`src/pkg/pad_cell_defs.vh`:
```
/*
 * pad_cell_defs.vh: register offsets, field positions, reset values and
 * sizes shared by the pad cell and its transmit queue.
 * Assumes an APB master with 32-bit data and word-aligned byte addresses.
 */
`ifndef PAD_CELL_DEFS_VH
`define PAD_CELL_DEFS_VH

// register byte offsets
`define OFF_CFG          8'h00
`define OFF_TXDATA       8'h04
`define OFF_RXDATA       8'h08
`define OFF_STATUS       8'h0C

// configuration register fields
`define CFG_TYPE_HI      5
`define CFG_TYPE_LO      0
`define CFG_OUT_HI       5
`define CFG_OUT_LO       2
`define CFG_IN_HI        1
`define CFG_IN_LO        0
`define CFG_INV_BIT      6
`define CFG_DIFF_BIT     7
`define CFG_INDDR_BIT    8
`define CFG_RESET        9'h000

// transmit word fields
`define TX_D0_BIT        0
`define TX_D1_BIT        1
`define TX_OE_BIT        2
`define TX_WIDTH         3

// transmit queue depth and its pointer width
`define TXQ_DEPTH        32
`define TXQ_AW           5

// output structure codes (upper field)
`define OUT_NONE         4'h0
`define OUT_EN_ALWAYS    2'h1
`define OUT_EN_DIRECT    2'h2
`define OUT_EN_REG       2'h3
`define OUT_KIND_DDR     2'h0
`define OUT_KIND_REG     2'h1
`define OUT_KIND_COMB    2'h2
`define OUT_KIND_INV     2'h3

// input structure codes (lower field)
`define IN_REG_DDR       2'h0
`define IN_DIRECT        2'h1
`define IN_REG_LATCH     2'h2
`define IN_LATCH         2'h3

// pin synchroniser and clock buffer index that takes a differential clock
`define SYNC_PINS        4
`define DIFF_CLKBUF_IDX  3'h7

`endif

```
`src/core/ddr_pad_io_cell.v`:
```
/*
 * ddr_pad_io_cell.v: one programmable pad with direct, registered and
 * double-data-rate capture, a hold latch, registered or double-data-rate
 * launch with tristate control, and an optional clock buffer tap.
 * Assumes the capture and launch clocks and the pad arrive as pins slower
 * than clock_i, an APB master on clock_i, and a bank hold level from logic
 * on clock_i.
 */
`timescale 1ns/1ps
`include "pad_cell_defs.vh"

// Notes on behaviour
// - While the hold control is high the last sampled pad value is frozen; low lets it pass.
// - The hold control is one bank-wide input, not a per-pin setting.
// - One advance enable gates every flop and should be tied high when unused.
// - With the advance enable at 0 every flop keeps its value, at 1 flops load on their edge.
// - Input flops of the registered modes advance only on edges of the capture clock, which idles low when unused.
// - Output flops, except in the every-clock kind and the enable cleared while output is off, advance only on launch clock edges; that clock idles low.
// - The pad is driven when the drive enable is 1 and released when it is 0.
// - In double-rate output the first bit goes to the pad on the launch rising edge.
// - In double-rate output the second bit goes to the pad on the launch falling edge.
// - In double-rate input the first received output holds the pad sampled at capture rise.
// - In double-rate input the second received output holds the pad sampled at capture fall.
// - The clock buffer variant keeps every pad port and adds a direct clock buffer tap.
// - Only clock buffer seven of eight takes a differential clock from the bank-three pair.
// - The six-bit type word has an output field in bits 5..2 and an input field in 1..0.
// - With clock inversion set the rising and falling roles of both clocks swap.
module ddr_pad_io_cell #(
   parameter CLKBUF_VARIANT = 0,
   parameter [2:0] CLKBUF_INDEX = 3'h0
) (
   // clock, reset and advance enable
   input  wire        clock_i,
   input  wire        rst_b_i,
   input  wire        ce_i,
   // apb slave
   input  wire        psel_i,
   input  wire        penable_i,
   input  wire        pwrite_i,
   input  wire [7:0]  paddr_i,
   input  wire [31:0] pwdata_i,
   output reg  [31:0] prdata_o,
   output reg         pready_o,
   output reg         pslverr_o,
   // package pins and pin clocks
   input  wire        diff_pair_true_pin_i,
   input  wire        diff_pair_comp_pin_i,
   input  wire        cap_clk_i,
   input  wire        launch_clk_i,
   output reg         pad_o,
   output reg         pad_oe_o,
   // bank-wide hold control
   input  wire        hold_bank_i,
   // received data and clock buffer tap
   output reg         d_in_0_o,
   output reg         d_in_1_o,
   output reg         clkbuf_o
);

   // configuration
   reg  [8:0]  cfg_q;
   wire [3:0]  out_f   = cfg_q[`CFG_OUT_HI:`CFG_OUT_LO];
   wire [1:0]  in_f    = cfg_q[`CFG_IN_HI:`CFG_IN_LO];
   wire        inv     = cfg_q[`CFG_INV_BIT];
   wire        diff_rx = cfg_q[`CFG_DIFF_BIT];
   wire        in_ddr  = cfg_q[`CFG_INDDR_BIT];

   // pin synchronisers: three flops, a change counts when the last two agree
   wire [`SYNC_PINS-1:0] pins_raw = {launch_clk_i, cap_clk_i,
                                      diff_pair_comp_pin_i, diff_pair_true_pin_i};
   reg  [`SYNC_PINS-1:0] s1_q;
   reg  [`SYNC_PINS-1:0] s2_q;
   reg  [`SYNC_PINS-1:0] s3_q;
   reg  [`SYNC_PINS-1:0] pin_q;
   reg  [`SYNC_PINS-1:0] pin_prev_q;
   genvar g;

   generate
      for (g = 0; g < `SYNC_PINS; g = g + 1) begin : g_sync
         always @(posedge clock_i) begin
            if (!rst_b_i) begin
               s1_q[g]       <= 1'b0;
               s2_q[g]       <= 1'b0;
               s3_q[g]       <= 1'b0;
               pin_q[g]      <= 1'b0;
               pin_prev_q[g] <= 1'b0;
            end else if (ce_i) begin
               s1_q[g]       <= pins_raw[g];
               s2_q[g]       <= s1_q[g];
               s3_q[g]       <= s2_q[g];
               if (s2_q[g] == s3_q[g]) begin
                  pin_q[g] <= s3_q[g];
               end
               pin_prev_q[g] <= pin_q[g];
            end
         end
      end
   endgenerate

   wire pad_true = pin_q[0];
   wire pad_comp = pin_q[1];
   wire cap_up   = pin_q[2] & ~pin_prev_q[2];
   wire cap_dn   = ~pin_q[2] & pin_prev_q[2];
   wire lau_up   = pin_q[3] & ~pin_prev_q[3];
   wire lau_dn   = ~pin_q[3] & pin_prev_q[3];

   // inversion swaps which pin edge acts as rising
   wire cap_rise = inv ? cap_dn : cap_up;
   wire cap_fall = inv ? cap_up : cap_dn;
   wire lau_rise = inv ? lau_dn : lau_up;
   wire lau_fall = inv ? lau_up : lau_dn;

   // receiver: differential resolves only when the pair disagrees,
   // an equal pair is no valid level so the last one is kept
   reg  rx_q;
   wire rx_val = diff_rx ? ((pad_true != pad_comp) ? pad_true : rx_q)
                         : pad_true;

   // hold latch sits before every capture flop
   reg  held_q;
   wire pad_in = hold_bank_i ? held_q : rx_val;

   // transmit queue
   wire                 q_in_ready;
   wire                 q_out_valid;
   wire [`TX_WIDTH-1:0] q_head;
   wire [`TXQ_AW:0]     q_level;
   reg                  q_push;
   reg                  q_pop;

   // apb decode
   wire setup_ok = psel_i & penable_i & ~pready_o;
   wire a_cfg    = (paddr_i == `OFF_CFG);
   wire a_tx     = (paddr_i == `OFF_TXDATA);
   wire a_rx     = (paddr_i == `OFF_RXDATA);
   wire a_st     = (paddr_i == `OFF_STATUS);
   wire mapped   = a_cfg | a_tx | a_rx | a_st;
   // a queued write waits in the access phase while the queue is full
   wire can_ans  = ~(pwrite_i & a_tx & ~q_in_ready);
   wire done     = psel_i & penable_i & pready_o;

   always @* begin
      q_push = done & pwrite_i & a_tx & ~pslverr_o;
   end

   tx_queue #(
      .WIDTH (`TX_WIDTH),
      .DEPTH (`TXQ_DEPTH),
      .AW    (`TXQ_AW)
   ) u_txq (
      .clock_i     (clock_i),
      .rst_b_i     (rst_b_i),
      .ce_i        (ce_i),
      .in_valid_i  (q_push),
      .in_ready_o  (q_in_ready),
      .in_data_i   (pwdata_i[`TX_WIDTH-1:0]),
      .out_valid_o (q_out_valid),
      .out_ready_i (q_pop),
      .out_data_o  (q_head),
      .level_o     (q_level)
   );

   // output kind decode of the upper field
   wire [1:0] kind    = out_f[1:0];
   wire [1:0] en_mode = out_f[3:2];
   wire       out_off = (out_f == `OUT_NONE);
   wire       is_ddr  = ~out_off & (kind == `OUT_KIND_DDR);
   wire       is_comb = (kind == `OUT_KIND_COMB);

   // the unregistered kind follows the queue every cycle, the rest on launch rise
   always @* begin
      q_pop = q_out_valid & ~out_off & (is_comb | lau_rise);
   end

   wire d0_w = q_head[`TX_D0_BIT];
   wire d1_w = q_head[`TX_D1_BIT];
   wire oe_w = q_head[`TX_OE_BIT];
   reg  d1_q;

   // apb, configuration and readback
   always @(posedge clock_i) begin
      if (!rst_b_i) begin
         cfg_q     <= `CFG_RESET;
         pready_o  <= 1'b0;
         pslverr_o <= 1'b0;
         prdata_o  <= 32'h00000000;
      end else if (ce_i) begin
         if (setup_ok && can_ans) begin
            pready_o  <= 1'b1;
            pslverr_o <= ~mapped;
            prdata_o  <= 32'h00000000;
            if (!pwrite_i) begin
               if (a_cfg) begin
                  prdata_o <= {23'h000000, cfg_q};
               end else if (a_rx) begin
                  prdata_o <= {29'h00000000, rx_q, d_in_1_o, d_in_0_o};
               end else if (a_st) begin
                  prdata_o <= {22'h000000, q_level, ~q_in_ready,
                               ~q_out_valid, hold_bank_i, pad_oe_o};
               end
            end
         end else begin
            pready_o  <= 1'b0;
            pslverr_o <= 1'b0;
         end
         if (done && pwrite_i && a_cfg) begin
            cfg_q <= pwdata_i[8:0];
         end
      end
   end

   // input path
   always @(posedge clock_i) begin
      if (!rst_b_i) begin
         rx_q     <= 1'b0;
         held_q   <= 1'b0;
         d_in_0_o <= 1'b0;
         d_in_1_o <= 1'b0;
         clkbuf_o <= 1'b0;
      end else if (ce_i) begin
         rx_q   <= rx_val;
         held_q <= pad_in;
         case (in_f)
            `IN_DIRECT, `IN_LATCH: begin
               d_in_0_o <= pad_in;
            end
            `IN_REG_DDR, `IN_REG_LATCH: begin
               if (cap_rise) begin
                  d_in_0_o <= pad_in;
               end
               if (cap_fall && in_ddr) begin
                  d_in_1_o <= pad_in;
               end
            end
            default: begin
               d_in_0_o <= d_in_0_o;
            end
         endcase
         // tap bypasses the capture flops; only index seven may take a pair
         if (CLKBUF_VARIANT != 0) begin
            if (diff_rx && (CLKBUF_INDEX == `DIFF_CLKBUF_IDX)) begin
               clkbuf_o <= pad_in;
            end else begin
               clkbuf_o <= hold_bank_i ? held_q : pad_true;
            end
         end
      end
   end

   // output path
   always @(posedge clock_i) begin
      if (!rst_b_i) begin
         pad_o    <= 1'b0;
         pad_oe_o <= 1'b0;
         d1_q     <= 1'b0;
      end else if (ce_i) begin
         if (out_off) begin
            pad_oe_o <= 1'b0;
         end else if (q_pop) begin
            case (kind)
               `OUT_KIND_DDR: begin
                  pad_o <= d0_w;
                  d1_q  <= d1_w;
               end
               `OUT_KIND_INV: begin
                  pad_o <= ~d0_w;
               end
               default: begin
                  pad_o <= d0_w;
               end
            endcase
            case (en_mode)
               `OUT_EN_ALWAYS: pad_oe_o <= 1'b1;
               default:        pad_oe_o <= oe_w;
            endcase
         end else if (is_ddr && lau_fall) begin
            pad_o <= d1_q;
         end
      end
   end

endmodule // ddr_pad_io_cell

```
`src/core/tx_queue.v`:
```
/*
 * tx_queue.v: first-in first-out store for outgoing pad words, with
 * valid/ready on both sides and registered read data.
 * Assumes one clock, a synchronous active-low reset and a clock enable
 * that freezes all state.
 */
`timescale 1ns/1ps

module tx_queue #(
   parameter WIDTH = 3,
   parameter DEPTH = 32,
   parameter AW    = 5
) (
   // clock and reset
   input  wire             clock_i,
   input  wire             rst_b_i,
   input  wire             ce_i,
   // fill side
   input  wire             in_valid_i,
   output wire             in_ready_o,
   input  wire [WIDTH-1:0] in_data_i,
   // drain side
   output wire             out_valid_o,
   input  wire             out_ready_i,
   output wire [WIDTH-1:0] out_data_o,
   // fill level
   output wire [AW:0]      level_o
);

   reg  [WIDTH-1:0] mem [0:DEPTH-1];
   reg  [AW-1:0]    wr_q;
   reg  [AW-1:0]    rd_q;
   reg  [AW:0]      cnt_q;
   reg  [WIDTH-1:0] head_q;
   wire             push;
   wire             pop;
   wire [AW-1:0]    rd_d;

   assign in_ready_o  = (cnt_q != DEPTH[AW:0]);
   assign out_valid_o = (cnt_q != {(AW+1){1'b0}});
   assign out_data_o  = head_q;
   assign level_o     = cnt_q;
   assign push        = in_valid_i & in_ready_o;
   assign pop         = out_valid_o & out_ready_i;
   assign rd_d        = pop ? rd_q + {{(AW-1){1'b0}}, 1'b1} : rd_q;

   always @(posedge clock_i) begin
      if (ce_i && push) begin
         mem[wr_q] <= in_data_i;
      end
   end

   // head register looks one slot ahead so read data always leave a flop
   always @(posedge clock_i) begin
      if (!rst_b_i) begin
         wr_q   <= {AW{1'b0}};
         rd_q   <= {AW{1'b0}};
         cnt_q  <= {(AW+1){1'b0}};
         head_q <= {WIDTH{1'b0}};
      end else if (ce_i) begin
         if (push) begin
            wr_q <= wr_q + {{(AW-1){1'b0}}, 1'b1};
         end
         rd_q  <= rd_d;
         cnt_q <= cnt_q + {{AW{1'b0}}, push} - {{AW{1'b0}}, pop};
         if (push && (wr_q == rd_d)) begin
            head_q <= in_data_i;
         end else begin
            head_q <= mem[rd_d];
         end
      end
   end

endmodule // tx_queue

```
`config.mk`:
```
export PLATFORM = sky130hd
export DESIGN_NAME = ddr_pad_io_cell
export DESIGN_NICKNAME = d
export VERILOG_FILES = /design/src/core/ddr_pad_io_cell.v /design/src/core/tx_queue.v
export VERILOG_INCLUDE_DIRS = /design/src /design/src/pkg
export SDC_FILE = /design/constraint.sdc
export NUM_CORES = 1
export LEC_CHECK = 0
export CAP_MARGIN = 20
export CORE_ASPECT_RATIO = 1.5
export CORE_UTILIZATION = 65
export DETAILED_ROUTE_END_ITERATION = 10
export DONT_BUFFER_PORTS = 1
export GPL_ROUTABILITY_DRIVEN = 0
export PLACE_DENSITY = 0.93
export REMOVE_ABC_BUFFERS = 1
export SYNTH_ARGS = -nofsm -noshare
export SYNTH_HDL_FRONTEND = slang
export SYNTH_HIERARCHICAL = 1
export SYNTH_SLANG_ARGS = --single-unit
```
`constraint.sdc`:
```
create_clock -name clock_i -period 10.75 [get_ports clock_i]
set_input_delay 1.075 -clock clock_i [delete_from_list [all_inputs] [get_ports clock_i]]
set_output_delay 1.075 -clock clock_i [all_outputs]
set_load 0.01 [all_outputs]
```
==> run_results.csv <==
group,metric,value,unit
grt,overflow,0,
critical_path,critPathArrivalTime,5.41,ns
synth,syn_area,8110,um2
floorplanning,pin_count,90,
grt,grt_max_degree,48,
timing,finalMaxSlewViolations,0,
critical_path,cp_common_cell,"inv_1",
clock_network,path_clk_slew,0.07,ns
routing,wl_per_cell,23.5,um
critical_path,rr_worst_depth,21,
synth,async_flop_share,0,%
final_layout,n_fill_cell,778,
synth,avgSynthCellArea,10.7,um2
critical_path,required,11.07,ns
critical_path,start_kind,"flop",
routing,final_antenna_net_count,0,
floorplanning,dieArea,12900,um2
flow_run,maxCapViolations,0,
synth,synth_commonest_cells,"edfxtp_1, nor2_1, dfxtp_1",
critical_path,max_stage_delay,0.74,ns
clock_network,root_buffer,"clkbuf_16",
floorplanning,initial_core_util,67.1,%
timing,rsz0062_at_grt,"no",
routing,first_iter_violations,1185,
clock_network,cts_setup_buffers,0,
placement,portBuffers,0,
critical_path,cp_slowest_cell,"nor2_1",
run_status,status,"finished, final reports clean",
critical_path,r2r-start,"u_txq/level_o[2]$_SDFFE_PN0P_",
floorplanning,core,12100,um2
critical_path,ff2ff_setup_slack,5.67,ns
synth,yosys_warnings,6,
floorplanning,rows,49,
clock_network,numCtsBuffers,17,
critical_path,worstReg2RegEnd,"u_txq/level_o[4]$_SDFFE_PN0P_",
placement,hpwl,13.3,mm
clock_network,htreeDepth,4,
timing,post-route-period-util,47.3,%
synth,ys_seq_area_share,51.6,%
critical_path,critPathCapture,"u_txq/level_o[4]$_SDFFE_PN0P_",
timing,skew,0.00608,ns
floorplanning,die_h,139,um
min_path,min_path_type,"flop to flop",
synth,synthTopCellsByArea,"edfxtp_1, dfxtp_1, mux2i_1",
final_layout,diodes,0,
timing,max-slew-margin-rel,38.4,%
final_layout,area_delta_synth_final,6.60,%
synth,synth_edf_count,96,
grt,grtUsageTotal,35.0,%
synth,synth_cell_type_count,75,
clock_network,clkLatencyLatePin,0.43,ns
critical_path,cp_max_fo,22,
timing,finalSetupTns,0,ns
final_layout,drive_above_1_share,8.50,%
critical_path,cp-startpoint,"u_txq/level_o[2]$_SDFFE_PN0P_",
critical_path,cp-end-kind,"flop",
timing,max_freq,197,MHz
timing,min_period,5.08,ns
floorplanning,die_width,93.2,um
critical_path,crit_chain,"inv_1 -> ha_1 -> and4bb_4 -> inv_2 -> o31ai_1 -> a21oi_1 -> buf_4 -> inv_1 -> nor2_1 -> ha_1 -> inv_1 -> ha_1 -> inv_1 -> fa_1 -> inv_1 -> a21oi_1 -> nor2_1 -> nor2_1 -> xor2_1 -> mux2i_1 -> and2_1",
grt,grt_pass1_vias,6739,
critical_path,worstSetupPathType,"flop to flop",
synth,yosysMostFrequentCell,"edfxtp_1",
routing,vias_per_cell,7.21,
synth,synth_top_area_cell,"edfxtp_1",
synth,synthCells,759,
pwr,powerDensity,153,nW/um2
routing,route.vias.total,6530,
timing,tightest_slew,0.920,ns
pwr,leakage,3.11,nW
grt,antenna_found_initial,0,
pwr,p_total,1.32,mW
timing,holdWs,0.468,ns
clock_network,cts_tree,"yes",
synth,ys.flop_type,"edfxtp_1",
clock_network,cts_resized,0,
synth,ys_seq_elements,161,
timing,hold_viol_final,0,
final_layout,fin_nets,806,
grt,grt_first_pass_wirelength,34.4,mm
critical_path,cp_num_cells,21,
clock_network,ctsLongestPathBuffers,2,
routing,finalWirelength,21.3,mm
clock_network,cts_hold_buf,0,
critical_path,critPathTopFamily,"simple AND/OR/NAND/NOR gates",
synth,netlist.area_leader.share,35.6,%
timing,setup_viol,0,
routing,drc_errors,0,
pwr,vdd_ir_drop_max,0.128,mV
critical_path,critPathBufInv,7,
clock_network,cts_sinks,161,
routing,drt_pre_antenna_iters,11,
==> area by class of cell <==
cell class | instances | area (um2) | area share (%)
Sequential cell | 161 | 4180 | 48.4
Multi-Input combinational cell | 528 | 3560 | 41.2
Clock buffer | 17 | 425 | 4.92
Tap cell | 153 | 191 | 2.21
Clock inverter | 15 | 140 | 1.62
Inverter | 27 | 101 | 1.17
Timing Repair Buffer | 5 | 37.5 | 0.434
==> worst reg2reg max path, delay by kind of cell (launching register included) <==
family / cells / cell delay [ns]
flops: 1 / 0.38
buf+inv: 7 / 1.34
xor+xnor: 1 / 0.13
fa+ha+maj: 4 / 1.20
mux: 1 / 0.09
simple gates: 5 / 1.36
compound gates: 3 / 0.47
==> where the power goes <==
part	switching, mW	internal, mW	total [mW]
Sequential	0.00552	0.658	0.664
Clock	0.271	0.308	0.579
Combinational	0.0547	0.0263	0.0810
==> cells in the final DEF (no fill, tap or decap), types with 16 or more instances in the layout <==
master,instances
a211oi_1,16
a21oi_1,34
clkbuf_16,17
conb_1,23
dfxtp_1,65
edfxtp_1,96
inv_1,24
mux2i_1,29
nand2_1,56
nand3_1,40
nor2_1,67
o21ai_0,37
==> state kept, by name, summed over array words and instances (netlist names), 2 cells and up <==
register / count
s1_q: 4
pin_q: 2
s2_q: 4
cfg_q: 9
u_txq/rd_q: 5
u_txq/mem: 96
u_txq/level_o: 6
pin_prev_q: 2
s3_q: 4
u_txq/wr_q: 5
u_txq/out_data_o: 3
prdata_o: 10
==> metrics by stage <==
stage	area (um2)	cells	util (%)	worst slack, ns
2_1_floorplan	7850	716	-	6.20
3_3_place_gp	8080	874	66.9	6.12
3_5_place_dp	8080	874	66.9	6.00
4_1_cts	8640	906	71.6	5.90
5_1_grt	8640	906	71.6	5.54
6_report	8640	906	71.6	5.67
==> cells by family (layout without fill, tap and decap cells) <==
| group | after synthesis | after routing | share of synthesized area (%) |
|---|---|---|---|
| AND/OR/NAND/NOR | 257 | 257 | 16.4 |
| adder cells (fa/ha/maj) | 15 | 15 | 2.41 |
| buffers and inverters | 92 | 64 | 5.46 |
| AO/OA/AOI/OAI | 172 | 172 | 14.8 |
| multiplexers | 40 | 40 | 6.54 |
| flip-flops | 161 | 161 | 51.6 |
| other | 1 | 23 | 0.0462 |
| XOR/XNOR | 21 | 21 | 2.79 |
==> worst min path at each step <==
| stage | from | end | slack, ns | cells past startpoint |
|---|---|---|---|---|
| after floorplan | s3_q[1]$_SDFFE_PN0P_ | pad_comp$_SDFFE_PN0P_ | 0.44 | 2 |
| after global placement | s3_q[1]$_SDFFE_PN0P_ | pad_comp$_SDFFE_PN0P_ | 0.44 | 2 |
| after detailed placement | s3_q[1]$_SDFFE_PN0P_ | pad_comp$_SDFFE_PN0P_ | 0.46 | 2 |
| after CTS | s3_q[1]$_SDFFE_PN0P_ | pad_comp$_SDFFE_PN0P_ | 0.47 | 2 |
| after global routing | s3_q[0]$_SDFFE_PN0P_ | pad_true$_SDFFE_PN0P_ | 0.49 | 2 |
| final | s3_q[0]$_SDFFE_PN0P_ | pad_true$_SDFFE_PN0P_ | 0.47 | 2 |
==> layer usage <==
layer  routed length, um  global-route usage [%]  share of wire (%)  vias to the layer above
met4                1600                    20.1                7.5                        0
met5                   0                       0                  0                        -
met1                6640                    37.7                 31                     3069
li1                    -                       -                  -                     2740
met2               10800                    59.9                 51                      549
met3                2280                    10.9                 11                      172
Power figures use the tool's default switching activity.
